<file path="src/core/clkdiv_consts.svh">
// register offsets, field positions and reset values of the channel dividers
`ifndef CLKDIV_CONSTS_SVH
`define CLKDIV_CONSTS_SVH

`define CLKDIV_ADDR_W         12
`define CLKDIV_DATA_W         8

// register offsets
`define OFS_CH1_COUNTS        12'h0193
`define OFS_CH1_CONTROL       12'h0194
`define OFS_CH1_POWER         12'h0195
`define OFS_CH2_COUNTS        12'h0196
`define OFS_CH2_CONTROL       12'h0197
`define OFS_CH2_POWER         12'h0198
`define OFS_STATUS            12'h01A0

// field positions
`define FLD_LOW_HI            7
`define FLD_LOW_LO            4
`define FLD_HIGH_HI           3
`define FLD_HIGH_LO           0
`define FLD_BYPASS            7
`define FLD_IGNORE_SYNC       6
`define FLD_FORCE_LEVEL       5
`define FLD_START_HIGH        4
`define FLD_PHASE_HI          3
`define FLD_PHASE_LO          0
`define FLD_POWER_DOWN        2
`define FLD_DCC_DISABLE       0

// status register fields
`define STS_CH1_LEVEL         0
`define STS_CH2_LEVEL         1
`define STS_SYNC_HELD         2
`define STS_CH1_RUN           3
`define STS_CH2_RUN           4

// reset values
`define RST_CH1_COUNT         4'h3
`define RST_CH2_COUNT         4'h1
`define RST_PHASE             4'h0
`define RST_BIT               1'b0
`define RST_DATA              8'h00
`define PAIRS_PER_CHANNEL     3

`endif

</file>
<file path="src/core/clkdiv_pkg.sv">
// types shared by the divider register file and the divider core
package clkdiv_pkg;

  typedef struct packed {
    logic [3:0] low_count;
    logic [3:0] high_count;
    logic       bypass;
    logic       ignore_sync;
    logic       force_level;
    logic       start_high;
    logic [3:0] phase;
    logic       power_down;
    logic       dcc_disable;
  } chan_cfg_type;

  typedef struct packed {
    logic level;
    logic running;
    logic bypassed;
  } chan_state_type;

  typedef enum logic [1:0] {
    DIV_STOPPED,
    DIV_DELAY,
    DIV_RUN
  } div_state_type;

endpackage : clkdiv_pkg

</file>
<file path="src/core/clkdiv_core.sv">
// one programmable low/high divider with sync, force, phase and duty correction
`timescale 1ns/1ps
`include "clkdiv_consts.svh"

module clkdiv_core (
  // clock and reset
  input  wire logic                    clk,
  input  wire logic                    rst,
  input  wire logic                    ce,
  // configuration and sync
  input  wire clkdiv_pkg::chan_cfg_type cfg,
  input  wire logic                    sync_held,
  input  wire logic                    sync_release,
  // divider state
  output clkdiv_pkg::chan_state_type   state
);

  clkdiv_pkg::div_state_type st;
  logic [5:0]                cnt;
  logic                      level;
  logic [5:0]                len_high;
  logic [5:0]                len_low;
  logic [5:0]                total;
  logic                      obey;
  logic                      stopped;

  // a field always counts one more cycle than it holds
  function automatic logic [5:0] cycles(input logic [3:0] field);
    cycles = {2'b00, field} + 6'h01;
  endfunction : cycles

  assign obey    = !cfg.ignore_sync;
  assign stopped = cfg.power_down || cfg.bypass;
  assign total   = cycles(cfg.low_count) + cycles(cfg.high_count);

  // correction keeps the total but splits it evenly; odd totals favour low
  always_comb begin
    if (cfg.dcc_disable) begin
      len_high = cycles(cfg.high_count);
      len_low  = cycles(cfg.low_count);
    end else begin
      len_high = total >> 1;
      len_low  = total - (total >> 1);
    end
  end

  always_ff @(posedge clk or posedge rst) begin
    if (rst) begin
      st    <= clkdiv_pkg::DIV_DELAY;
      cnt   <= 6'h00;
      level <= 1'b0;
    end else if (ce) begin
      if (stopped) begin
        // bypass powers the counter down; the mux outside takes over
        st    <= clkdiv_pkg::DIV_DELAY;
        cnt   <= {2'b00, cfg.phase};
        level <= 1'b0;
      end else if (cfg.ignore_sync && cfg.force_level) begin
        st    <= clkdiv_pkg::DIV_STOPPED;
        level <= 1'b1;
      end else if (obey && sync_held) begin
        st    <= clkdiv_pkg::DIV_STOPPED;
        level <= cfg.force_level;
      end else if ((obey && sync_release) ||
                   st == clkdiv_pkg::DIV_STOPPED) begin
        st    <= clkdiv_pkg::DIV_DELAY;
        cnt   <= {2'b00, cfg.phase};
        level <= cfg.start_high;
      end else begin
        case (st)
          clkdiv_pkg::DIV_DELAY: begin
            level <= cfg.start_high;
            if (cnt == 6'h00) begin
              st  <= clkdiv_pkg::DIV_RUN;
              cnt <= (cfg.start_high ? len_high : len_low) - 6'h01;
            end else begin
              cnt <= cnt - 6'h01;
            end
          end
          clkdiv_pkg::DIV_RUN: begin
            if (cnt == 6'h00) begin
              level <= !level;
              cnt   <= (level ? len_low : len_high) - 6'h01;
            end else begin
              cnt <= cnt - 6'h01;
            end
          end
          default: begin
            st  <= clkdiv_pkg::DIV_DELAY;
            cnt <= 6'h00;
          end
        endcase
      end
    end
  end

  assign state.level    = level && !stopped;
  assign state.running  = (st == clkdiv_pkg::DIV_RUN) && !stopped;
  assign state.bypassed = cfg.bypass && !cfg.power_down;

endmodule : clkdiv_core

</file>
<file path="src/core/clkdiv_top.sv">
// register file, sync input and output stage of two channel dividers
//
// Functional notes
// - low time is low field plus one
// - high time is high field plus one
// - bypass powers divider down, passes input
// - ignore bit clear obeys sync, set ignores
// - force bit picks static output level
// - start bit picks first output level
// - four-bit phase offset, resets to zero
// - power-down puts three pairs high impedance
// - duty correction on unless disable bit set
// - second channel counts reset to one
//
// Decided for this implementation: the plain strobed port.
`timescale 1ns/1ps
`include "clkdiv_consts.svh"

module clkdiv_top #(
  parameter int CHANNELS = 2
) (
  // clock, reset, enable
  input  wire logic                        CLK_I,
  input  wire logic                        SYS_RST_I,
  input  wire logic                        CE_I,
  // register port
  input  wire logic [`CLKDIV_ADDR_W-1:0]   ADDR_I,
  input  wire logic [`CLKDIV_DATA_W-1:0]   WDATA_I,
  input  wire logic                        WR_I,
  input  wire logic                        RD_I,
  output logic      [`CLKDIV_DATA_W-1:0]   RDATA_O,
  // chip-level sync pin, high holds obeying dividers
  input  wire logic                        SYNC_I,
  // divider outputs, index 0 is channel one
  output logic      [CHANNELS-1:0]         DIV_O,
  output logic      [CHANNELS-1:0]         BYPASS_O,
  output logic      [CHANNELS*3-1:0]       OUT_EN_O
);

  ////////////////////////////////////////////////////////////////////////////
  // configuration registers

  clkdiv_pkg::chan_cfg_type   cfg [CHANNELS];
  clkdiv_pkg::chan_state_type st  [CHANNELS];

  logic                       wr_ch1_counts;
  logic                       wr_ch1_control;
  logic                       wr_ch1_power;
  logic                       wr_ch2_counts;
  logic                       wr_ch2_control;
  logic                       wr_ch2_power;

  assign wr_ch1_counts  = WR_I && ADDR_I == `OFS_CH1_COUNTS;
  assign wr_ch1_control = WR_I && ADDR_I == `OFS_CH1_CONTROL;
  assign wr_ch1_power   = WR_I && ADDR_I == `OFS_CH1_POWER;
  assign wr_ch2_counts  = WR_I && ADDR_I == `OFS_CH2_COUNTS;
  assign wr_ch2_control = WR_I && ADDR_I == `OFS_CH2_CONTROL;
  assign wr_ch2_power   = WR_I && ADDR_I == `OFS_CH2_POWER;

  // channel one counts
  always_ff @(posedge CLK_I or posedge SYS_RST_I) begin
    if (SYS_RST_I) begin
      cfg[0].low_count  <= `RST_CH1_COUNT;
      cfg[0].high_count <= `RST_CH1_COUNT;
    end else if (CE_I && wr_ch1_counts) begin
      cfg[0].low_count  <= WDATA_I[`FLD_LOW_HI:`FLD_LOW_LO];
      cfg[0].high_count <= WDATA_I[`FLD_HIGH_HI:`FLD_HIGH_LO];
    end
  end

  // channel one control
  always_ff @(posedge CLK_I or posedge SYS_RST_I) begin
    if (SYS_RST_I) begin
      cfg[0].bypass      <= `RST_BIT;
      cfg[0].ignore_sync <= `RST_BIT;
      cfg[0].force_level <= `RST_BIT;
      cfg[0].start_high  <= `RST_BIT;
      cfg[0].phase       <= `RST_PHASE;
    end else if (CE_I && wr_ch1_control) begin
      cfg[0].bypass      <= WDATA_I[`FLD_BYPASS];
      cfg[0].ignore_sync <= WDATA_I[`FLD_IGNORE_SYNC];
      cfg[0].force_level <= WDATA_I[`FLD_FORCE_LEVEL];
      cfg[0].start_high  <= WDATA_I[`FLD_START_HIGH];
      cfg[0].phase       <= WDATA_I[`FLD_PHASE_HI:`FLD_PHASE_LO];
    end
  end

  // channel one power and duty correction
  always_ff @(posedge CLK_I or posedge SYS_RST_I) begin
    if (SYS_RST_I) begin
      cfg[0].power_down  <= `RST_BIT;
      cfg[0].dcc_disable <= `RST_BIT;
    end else if (CE_I && wr_ch1_power) begin
      cfg[0].power_down  <= WDATA_I[`FLD_POWER_DOWN];
      cfg[0].dcc_disable <= WDATA_I[`FLD_DCC_DISABLE];
    end
  end

  // channel two counts
  always_ff @(posedge CLK_I or posedge SYS_RST_I) begin
    if (SYS_RST_I) begin
      cfg[1].low_count  <= `RST_CH2_COUNT;
      cfg[1].high_count <= `RST_CH2_COUNT;
    end else if (CE_I && wr_ch2_counts) begin
      cfg[1].low_count  <= WDATA_I[`FLD_LOW_HI:`FLD_LOW_LO];
      cfg[1].high_count <= WDATA_I[`FLD_HIGH_HI:`FLD_HIGH_LO];
    end
  end

  // channel two control
  always_ff @(posedge CLK_I or posedge SYS_RST_I) begin
    if (SYS_RST_I) begin
      cfg[1].bypass      <= `RST_BIT;
      cfg[1].ignore_sync <= `RST_BIT;
      cfg[1].force_level <= `RST_BIT;
      cfg[1].start_high  <= `RST_BIT;
      cfg[1].phase       <= `RST_PHASE;
    end else if (CE_I && wr_ch2_control) begin
      cfg[1].bypass      <= WDATA_I[`FLD_BYPASS];
      cfg[1].ignore_sync <= WDATA_I[`FLD_IGNORE_SYNC];
      cfg[1].force_level <= WDATA_I[`FLD_FORCE_LEVEL];
      cfg[1].start_high  <= WDATA_I[`FLD_START_HIGH];
      cfg[1].phase       <= WDATA_I[`FLD_PHASE_HI:`FLD_PHASE_LO];
    end
  end

  // channel two power and duty correction
  always_ff @(posedge CLK_I or posedge SYS_RST_I) begin
    if (SYS_RST_I) begin
      cfg[1].power_down  <= `RST_BIT;
      cfg[1].dcc_disable <= `RST_BIT;
    end else if (CE_I && wr_ch2_power) begin
      cfg[1].power_down  <= WDATA_I[`FLD_POWER_DOWN];
      cfg[1].dcc_disable <= WDATA_I[`FLD_DCC_DISABLE];
    end
  end

  ////////////////////////////////////////////////////////////////////////////
  // sync pin: two-stage synchroniser, then release detect

  logic sync_meta;
  logic sync_sync;
  logic sync_prev;
  logic sync_release;

  always_ff @(posedge CLK_I or posedge SYS_RST_I) begin
    if (SYS_RST_I) begin
      sync_meta <= 1'b0;
      sync_sync <= 1'b0;
      sync_prev <= 1'b0;
    end else if (CE_I) begin
      sync_meta <= SYNC_I;
      sync_sync <= sync_meta;
      sync_prev <= sync_sync;
    end
  end

  // release is the realignment point, so all obeying dividers leave together
  assign sync_release = sync_prev && !sync_sync;

  ////////////////////////////////////////////////////////////////////////////
  // divider cores

  for (genvar c = 0; c < CHANNELS; c++) begin : g_chan
    clkdiv_core u_core (
      .clk          (CLK_I),
      .rst          (SYS_RST_I),
      .ce           (CE_I),
      .cfg          (cfg[c]),
      .sync_held    (sync_sync),
      .sync_release (sync_release),
      .state        (st[c])
    );
  end

  ////////////////////////////////////////////////////////////////////////////
  // output stage, all registered

  always_ff @(posedge CLK_I or posedge SYS_RST_I) begin
    if (SYS_RST_I) begin
      DIV_O    <= '0;
      BYPASS_O <= '0;
    end else if (CE_I) begin
      for (int c = 0; c < CHANNELS; c++) begin
        DIV_O[c]    <= st[c].level;
        BYPASS_O[c] <= st[c].bypassed;
      end
    end
  end

  // enables drop together so the three pairs float as one group
  always_ff @(posedge CLK_I or posedge SYS_RST_I) begin
    if (SYS_RST_I) begin
      OUT_EN_O <= '0;
    end else if (CE_I) begin
      for (int c = 0; c < CHANNELS; c++) begin
        OUT_EN_O[c*`PAIRS_PER_CHANNEL +: `PAIRS_PER_CHANNEL] <=
          {`PAIRS_PER_CHANNEL{!cfg[c].power_down}};
      end
    end
  end

  ////////////////////////////////////////////////////////////////////////////
  // read port: data stand only in the cycle after the strobe

  logic [`CLKDIV_DATA_W-1:0] next_rdata;

  function automatic logic [7:0] pack_counts(
    input clkdiv_pkg::chan_cfg_type c
  );
    pack_counts = {c.low_count, c.high_count};
  endfunction : pack_counts

  function automatic logic [7:0] pack_control(
    input clkdiv_pkg::chan_cfg_type c
  );
    pack_control = {c.bypass, c.ignore_sync, c.force_level, c.start_high,
                    c.phase};
  endfunction : pack_control

  function automatic logic [7:0] pack_power(
    input clkdiv_pkg::chan_cfg_type c
  );
    pack_power = `RST_DATA;
    pack_power[`FLD_POWER_DOWN]  = c.power_down;
    pack_power[`FLD_DCC_DISABLE] = c.dcc_disable;
  endfunction : pack_power

  always_comb begin
    next_rdata = `RST_DATA;
    case (ADDR_I)
      `OFS_CH1_COUNTS:  next_rdata = pack_counts(cfg[0]);
      `OFS_CH1_CONTROL: next_rdata = pack_control(cfg[0]);
      `OFS_CH1_POWER:   next_rdata = pack_power(cfg[0]);
      `OFS_CH2_COUNTS:  next_rdata = pack_counts(cfg[1]);
      `OFS_CH2_CONTROL: next_rdata = pack_control(cfg[1]);
      `OFS_CH2_POWER:   next_rdata = pack_power(cfg[1]);
      `OFS_STATUS: begin
        next_rdata[`STS_CH1_LEVEL] = st[0].level;
        next_rdata[`STS_CH2_LEVEL] = st[1].level;
        next_rdata[`STS_SYNC_HELD] = sync_sync;
        next_rdata[`STS_CH1_RUN]   = st[0].running;
        next_rdata[`STS_CH2_RUN]   = st[1].running;
      end
      default:          next_rdata = `RST_DATA;
    endcase
  end

  always_ff @(posedge CLK_I or posedge SYS_RST_I) begin
    if (SYS_RST_I) begin
      RDATA_O <= `RST_DATA;
    end else if (CE_I) begin
      RDATA_O <= RD_I ? next_rdata : `RST_DATA;
    end
  end

endmodule : clkdiv_top

</file>
<file path="config.mk">
export PLATFORM = sky130hd
export DESIGN_NAME = clkdiv_top
export DESIGN_NICKNAME = d
export VERILOG_FILES = /design/src/core/clkdiv_pkg.sv /design/src/core/clkdiv_core.sv /design/src/core/clkdiv_top.sv
export VERILOG_INCLUDE_DIRS = /design/src /design/src/core
export SDC_FILE = /design/constraint.sdc
export NUM_CORES = 1
export LEC_CHECK = 0
export BUFFER_PORTS_ARGS = -buffer_cell sky130_fd_sc_hd__buf_2
export CORE_ASPECT_RATIO = 0.75
export CORE_MARGIN = 10
export CORE_UTILIZATION = 57
export CTS_BUF_LIST = sky130_fd_sc_hd__clkbuf_4 sky130_fd_sc_hd__clkbuf_8
export CTS_CLUSTER_DIAMETER = 50
export CTS_CLUSTER_SIZE = 25
export DETAILED_ROUTE_END_ITERATION = 8
export PLACE_DENSITY = 0.79
export SYNTH_ARGS = -nofsm -noshare
export SYNTH_HDL_FRONTEND = slang
export SYNTH_SLANG_ARGS = --single-unit
</file>
<file path="constraint.sdc">
create_clock -name CLK_I -period 4.1 [get_ports CLK_I]
set_clock_uncertainty 0.15 [all_clocks]
set_input_delay 0.205 -clock CLK_I [delete_from_list [all_inputs] [get_ports CLK_I]]
set_output_delay 0.205 -clock CLK_I [all_outputs]
set_load 0.05 [all_outputs]
</file>
=== After elaboration in Yosys (flattened, before gate mapping) ===
Cells that the tools add are included.
Widths: inputs -> output; s select.

* Register bits after elaboration: 73
* Word-level logic and storage cells: 165

* Add/sub/neg operators: 14
* Equal/unequal tests: 21
* Mux-type cells: 49
* Reductions and logical operators: 50

{| class="wikitable"
|+ Operators with widths
! cell !! count
|-
| $mux 6 || 20
|-
| $eq 12x9->1 const B || 7
|-
| $sub 6x1->6 const B || 6
|-
| $pmux 5 s7 || 1
|-
| $logic_and 1x1->1 || 25
|-
| $ne 6x1->1 const B || 4
|-
| $pmux 6 s2 || 2
|-
| $add 4x1->5 const B || 4
|-
| $mux 2 || 10
|-
| $reduce_and 3->1 || 6
|-
| $add 6x6->6 || 2
|-
| $logic_not 6->1 || 2
|-
| $pmux 3 s4 || 1
|-
| $reduce_bool 6->1 || 2
|-
| $sub 6x5->6 || 2
|-
| $mux 1 || 10
|-
| $ne 5x1->1 const B || 2
|-
| $logic_not 1->1 || 9
|-
| $mux 8 || 1
|-
| $ne 2x1->1 const B || 4
|-
| $pmux 2 s2 || 2
|-
| $eq 2x1->1 const B || 2
|-
| $eq 2x2->1 const B || 2
|-
| $logic_not 2->1 || 2
|-
| 2 further kinds || 6
|}

=== Logic depth before layout (Yosys ltp) ===
* Word-level depth: 12
* Gate-level depth with buffers: 18

=== Modules after synthesis ===
From an unflattened synthesis, not the netlist that was laid out.

* Cell total of the unflattened synthesis: 751
* Area, all modules: 6651.4 sq um

{| class="wikitable"
|+ By module, submodules not included
! module !! instances !! cells an instance !! area an instance (sq um) !! seq. area each (sq um)
|-
| clkdiv_top || 1 || 216 || 2608.8 || 1333.8
|-
| clkdiv_core at g_chan[1].u_core || 1 || 268 || 2043.2 || 226.5
|-
| clkdiv_core at g_chan[0].u_core || 1 || 267 || 1999.4 || 226.5
|}

=== Worst setup path after synthesis ===
OpenSTA, ideal clock, no wires.

* Kind: register to register
* Start point: reg, netlist name cfg[28]
* End point: reg g_chan[0].u_core.cnt[5]
* Arrival: 4.018 ns
* Data required time: 3.824 ns
* Path slack: -0.194 ns
* Cell stages (with the launch flop): 17
* Path through: dfstp_2 -> ha_1 -> inv_1 -> fa_1 -> buf_2 -> xnor2_1 -> inv_1 -> fa_1 -> xor3_1 -> nor2b_1 -> xnor3_1 -> mux2i_1 -> nand3_1 -> nor2_4 -> and4_1 -> o21ai_1 -> a221o_1

* Word-level cells in the longest chain between the ends: 12

{| class="wikitable"
|+ Ends and longest elaborated chain
! item !! line !! text
|-
| $add 4x1->5 (*) || clkdiv_core.sv:29 || <nowiki>cycles = {2'b00, field} + 6'h01;</nowiki>
|-
| $add 6x6->6 || clkdiv_core.sv:34 || <nowiki>assign total = cycles(cfg.low_count) + cycles(cfg.high_count);</nowiki>
|-
| $sub 6x5->6 || clkdiv_core.sv:43 || <nowiki>len_low = total - (total >> 1);</nowiki>
|-
| $mux 6 || clkdiv_core.sv:38 || <nowiki>if (cfg.dcc_disable) begin</nowiki>
|-
| $mux 6 (on tied branches) || clkdiv_core.sv:83, clkdiv_core.sv:75 ||
|-
| $sub 6x1->6 (on tied branches) || clkdiv_core.sv:83, clkdiv_core.sv:75 ||
|-
| $mux 6 (on tied branches) || clkdiv_core.sv:81, clkdiv_core.sv:73 ||
|-
| $pmux 6 s2 (*) || clkdiv_core.sv:70 || <nowiki>case (st)</nowiki>
|-
| $mux 6 (*) || clkdiv_core.sv:64 || <nowiki>end else if ((obey && sync_release) ||</nowiki>
|-
| $mux 6 (*) || clkdiv_core.sv:61 || <nowiki>end else if (obey && sync_held) begin</nowiki>
|-
| $mux 6 (*) || clkdiv_core.sv:58 || <nowiki>end else if (cfg.ignore_sync && cfg.force_level) begin</nowiki>
|-
| $mux 6 (*) || clkdiv_core.sv:53 || <nowiki>if (stopped) begin</nowiki>
|-
| end signal, assigned || clkdiv_core.sv:56 || <nowiki>cnt <= {2'b00, cfg.phase};</nowiki>
|-
| end signal, assigned || clkdiv_core.sv:67 || <nowiki>cnt <= {2'b00, cfg.phase};</nowiki>
|-
| end signal, assigned || clkdiv_core.sv:75 || <nowiki>cnt <= (cfg.start_high ? len_high : len_low) - 6'h01;</nowiki>
|-
| end, declared || clkdiv_core.sv:19 || <nowiki>logic [5:0] cnt;</nowiki>
|}

Every way passes the cells marked *; elsewhere a longest branch is shown, timed or not. The select of a mux whose other input is x is not followed.
A chain may end at the register's enable or synchronous reset.

=== Final worst setup path ===
* Start point: reg, netlist name cfg[28]
* End point: reg g_chan[0].u_core.cnt[5]

* Word-level cells in the longest chain between the ends: 12

{| class="wikitable"
|+ Ends and longest elaborated chain
! item !! line
|-
| $add 4x1->5 (*) || clkdiv_core.sv:29
|-
| $add 6x6->6 || clkdiv_core.sv:34
|-
| $sub 6x5->6 || clkdiv_core.sv:43
|-
| $mux 6 || clkdiv_core.sv:38
|-
| $mux 6 (on tied branches) || clkdiv_core.sv:83, clkdiv_core.sv:75
|-
| $sub 6x1->6 (on tied branches) || clkdiv_core.sv:83, clkdiv_core.sv:75
|-
| $mux 6 (on tied branches) || clkdiv_core.sv:81, clkdiv_core.sv:73
|-
| $pmux 6 s2 (*) || clkdiv_core.sv:70
|-
| $mux 6 (*) || clkdiv_core.sv:64
|-
| $mux 6 (*) || clkdiv_core.sv:61
|-
| $mux 6 (*) || clkdiv_core.sv:58
|-
| $mux 6 (*) || clkdiv_core.sv:53
|}

Marks and branches as above.

==> flow_metrics.env <==
export IMPL_p_leak_nw=3.40
export IMPL_cts_inserted_buffers=9
export IMPL_grt_total_usage=0.237
export IMPL_gp_congestion=0.998
export IMPL_seq_area_frac_synth=0.284
export IMPL_grt_antenna_before_repair=0
export IMPL_clock_root_buffer="clkbuf_8"
export IMPL_initial_core_util=0.580
export IMPL_peakVddDrop_mv=0.222
export IMPL_avgSynthCellArea_um2=8.87
export IMPL_drt_vias_per_instance=6.81
export IMPL_outcome="finished with violations"
export IMPL_synthDistinctLibCells=80
export IMPL_syn_to_final_growth_pct=21.8
export IMPL_multi_input_area_um2=4480
export IMPL_period_minus_slack_ps=4170
export IMPL_synth_edff_count=0
export IMPL_p_clk_frac=0.315
export IMPL_syn_inst=710
export IMPL_grt_pass1_wl_um=30900
export IMPL_muxShareOfSynthArea=0.131
export IMPL_clkSinkCount=71
export IMPL_design_die_area_um2=15700
export IMPL_syn_area_um2=6300
export IMPL_clk_pin_slew_ps=80
export IMPL_pwr_share_seq=0.400
export IMPL_clk_path_buf_depth=2
export IMPL_hp_class="input port to flip-flop"
export IMPL_cts_tree="done"
export IMPL_drc=0
export IMPL_port_buffers=43
export IMPL_dp_hpwl_um=14200
export IMPL_hold_viol=0
export IMPL_die_h_um=111
export IMPL_path_class="flip-flop to flip-flop"
export IMPL_grt_pass1_vias=5856
export IMPL_sw_frac_of_total=0.343
export IMPL_synth_most_common_cell="inv_1"
export IMPL_dr_pass1_iters=7
export IMPL_ys_seq_elements=71
export IMPL_synthFlopType="dfrtp_1"
export IMPL_rows=33
export IMPL_yosysWarnings=0
export IMPL_cp_start_kind="flip-flop"
export IMPL_fmax_ghz=0.240
export IMPL_drtIter0Drc=1064
export IMPL_regArea_um2=1790
export IMPL_crit_required_ps=4210
export IMPL_placed_cell_area_um2=6880
export IMPL_grt_overflow_total=0
export IMPL_n_antenna_cell=0
export IMPL_htreeDepth=3
export IMPL_worst_setup_path_end_kind="flip-flop"
export IMPL_drive_gt1_frac=0.336
export IMPL_min_period_over_period=1.02
export IMPL_fillers=750
export IMPL_slew_headroom=0.287
export IMPL_synth_nets=776
export IMPL_p_int_w=0.00129
export IMPL_power_density_nw_per_um2=257
export IMPL_pre_cts_ws_ps=-142
export IMPL_fin_ws_ps=-68.0
export IMPL_synth_top_family_by_area="compound AO/OA/AOI/OAI gates"
export IMPL_synth_top_area_share=0.250
export IMPL_die_w_um=141
export IMPL_synth_area_leader_cell="dfrtp_1"
export IMPL_finalSetupViolations=4
export IMPL_grt_max_degree=47
export IMPL_rsz0062_at_grt="yes"
export IMPL_cp_arrival_ps=4280
export IMPL_setup_tns_final_ps=-116
export IMPL_async_reset_ff_frac=1.00
export IMPL_stdcell_area_um2=7670
export IMPL_wl_per_cell_um=21.9
export IMPL_detail_route_antenna_nets=0
export IMPL_final_nets=862
export IMPL_p_comb_frac=0.286
export IMPL_synth_fa_ha_area_frac=0.0842
export IMPL_synth_area_leaders="dfrtp_1 (25%), ha_1 (7.1%), mux2_2 (6.8%)"
export IMPL_synthTopCellsByCount="inv_1 (70), dfrtp_1 (63), nand2_1 (55), a21oi_1 (44), o21ai_0 (40)"
export IMPL_whs_ps=0.827
export IMPL_synth_xor_area_frac=0.0546
export IMPL_synthSimpleGateAreaFrac=0.158
export IMPL_violations="setup timing"
export IMPL_synth_compound_area_frac=0.218
export IMPL_final_cells=941
export IMPL_vias=6412
export IMPL_io_pins=44
export IMPL_maxCapViolCount=0
export IMPL_worst_pin_slew_ps=1060
export IMPL_p_sw_w=0.000676
export IMPL_cp_max_fo=5
export IMPL_slew_violations=0
export IMPL_wirelength_um=20600
export IMPL_clock_latency_ps=370
export IMPL_core_area_um2=10900
export IMPL_dp_cells=904
## final timing paths
check                                                         from                             endpoint  slack [ps]  cells past startpoint
worst max register to register                 cfg[28]$_DFFE_PP1P_  g_chan[0].u_core.cnt[5]$_DFFE_PP0P_         -70                     16
worst min register to register  g_chan[0].u_core.st[0]$_DFFE_PP1P_   g_chan[0].u_core.st[0]$_DFFE_PP1P_         380                      1
worst max-delay path                           cfg[28]$_DFFE_PP1P_  g_chan[0].u_core.cnt[5]$_DFFE_PP0P_         -70                     16
min in group asynchronous                                SYS_RST_I                sync_meta$_DFFE_PP0P_         470                      3
worst min-delay path                                    WDATA_I[4]                  cfg[32]$_DFFE_PP1P_         0.8                      3
max in group asynchronous                                SYS_RST_I   g_chan[1].u_core.st[0]$_DFFE_PP1P_        2350                      4
## stage by stage
step	power (W)	utilization
floorplan	0.00118	-
global placement	0.00130	0.634
detailed placement	0.00132	0.634
CTS	0.00193	0.674
global route	0.00206	0.707
finish	0.00197	0.707
## placed cells by master (no fill, tap or decap), types with 21 or more instances in the layout
cell type  synthesis  final
ha_1              36     21
nor2_1            30     30
nand2_1           55     53
a21oi_1           44     39
inv_1             70     55
o21ai_0           40     36
buf_4              4     62
nand3_1           30     26
buf_2              7     43
mux2_2            38     38
dfrtp_1           63     63
## registers in the layout, summed over array words and instances, names as in the netlist
register / count
g_chan.u_core.st: 4
cfg: 36
sync_meta: 1
sync_sync: 1
DIV_O: 2
sync_prev: 1
OUT_EN_O: 2
BYPASS_O: 2
g_chan.u_core.level: 2
g_chan.u_core.cnt: 12
RDATA_O: 8
## final cells by class
class                      instances  share of cell area
clock inverter                     3             0.00522
multi-input combinational        532               0.584
clock buffer                      13              0.0225
timing repair buffer             111              0.0970
inverter                          71              0.0351
sequential                        71               0.233
tap                              140              0.0228
## layer usage
layer  vias up  track usage  share of wire
met5         -            0              0
met3        73       0.0638           0.12
met2       482        0.343           0.43
met4         0       0.0483          0.023
met1      3065        0.344           0.43
li1       2792            -              -
## power groups by stage
stage	sequential, W	combinational (W)	clock, W
6_report	0.000788	0.000563	0.000620
4_1_cts	0.000787	0.000533	0.000611
3_5_place_dp	0.000801	0.000520	0
3_3_place_gp	0.000797	0.000502	0
2_1_floorplan	0.000785	0.000398	0
5_1_grt	0.000795	0.000623	0.000638
## logic make-up after synthesis
group / count (synthesis)
flops: 71
simple gates: 189
fa+ha+maj: 40
compound gates: 203
xor+xnor: 36
mux: 64
buf+inv: 107
## critical path, stage by stage (launching register included)
cell	delay, ps
dfstp_2	620
ha_4	160
xnor2_1	160
inv_1	120
ha_4	270
nor2b_4	130
o21a_1	180
or3_1	360
nand2_2	100
ha_2	280
o21ai_1	100
a22oi_2	90
xnor2_2	170
mux4_2	480
a221o_1	330
o211a_1	110
a221o_1	250
## what timing repair did
| item | CTS | global route |
|---|---|---|
| setup buffers | 3 | 15 |
| resized for setup | 33 | 55 |
| pin swaps | 17 | 30 |
| hold endpoints to repair | 44 | 0 |
| hold buffers | 3 | 0 |
| setup endpoints to repair | 6 | 9 |
(Power assumes the default switching activity.)
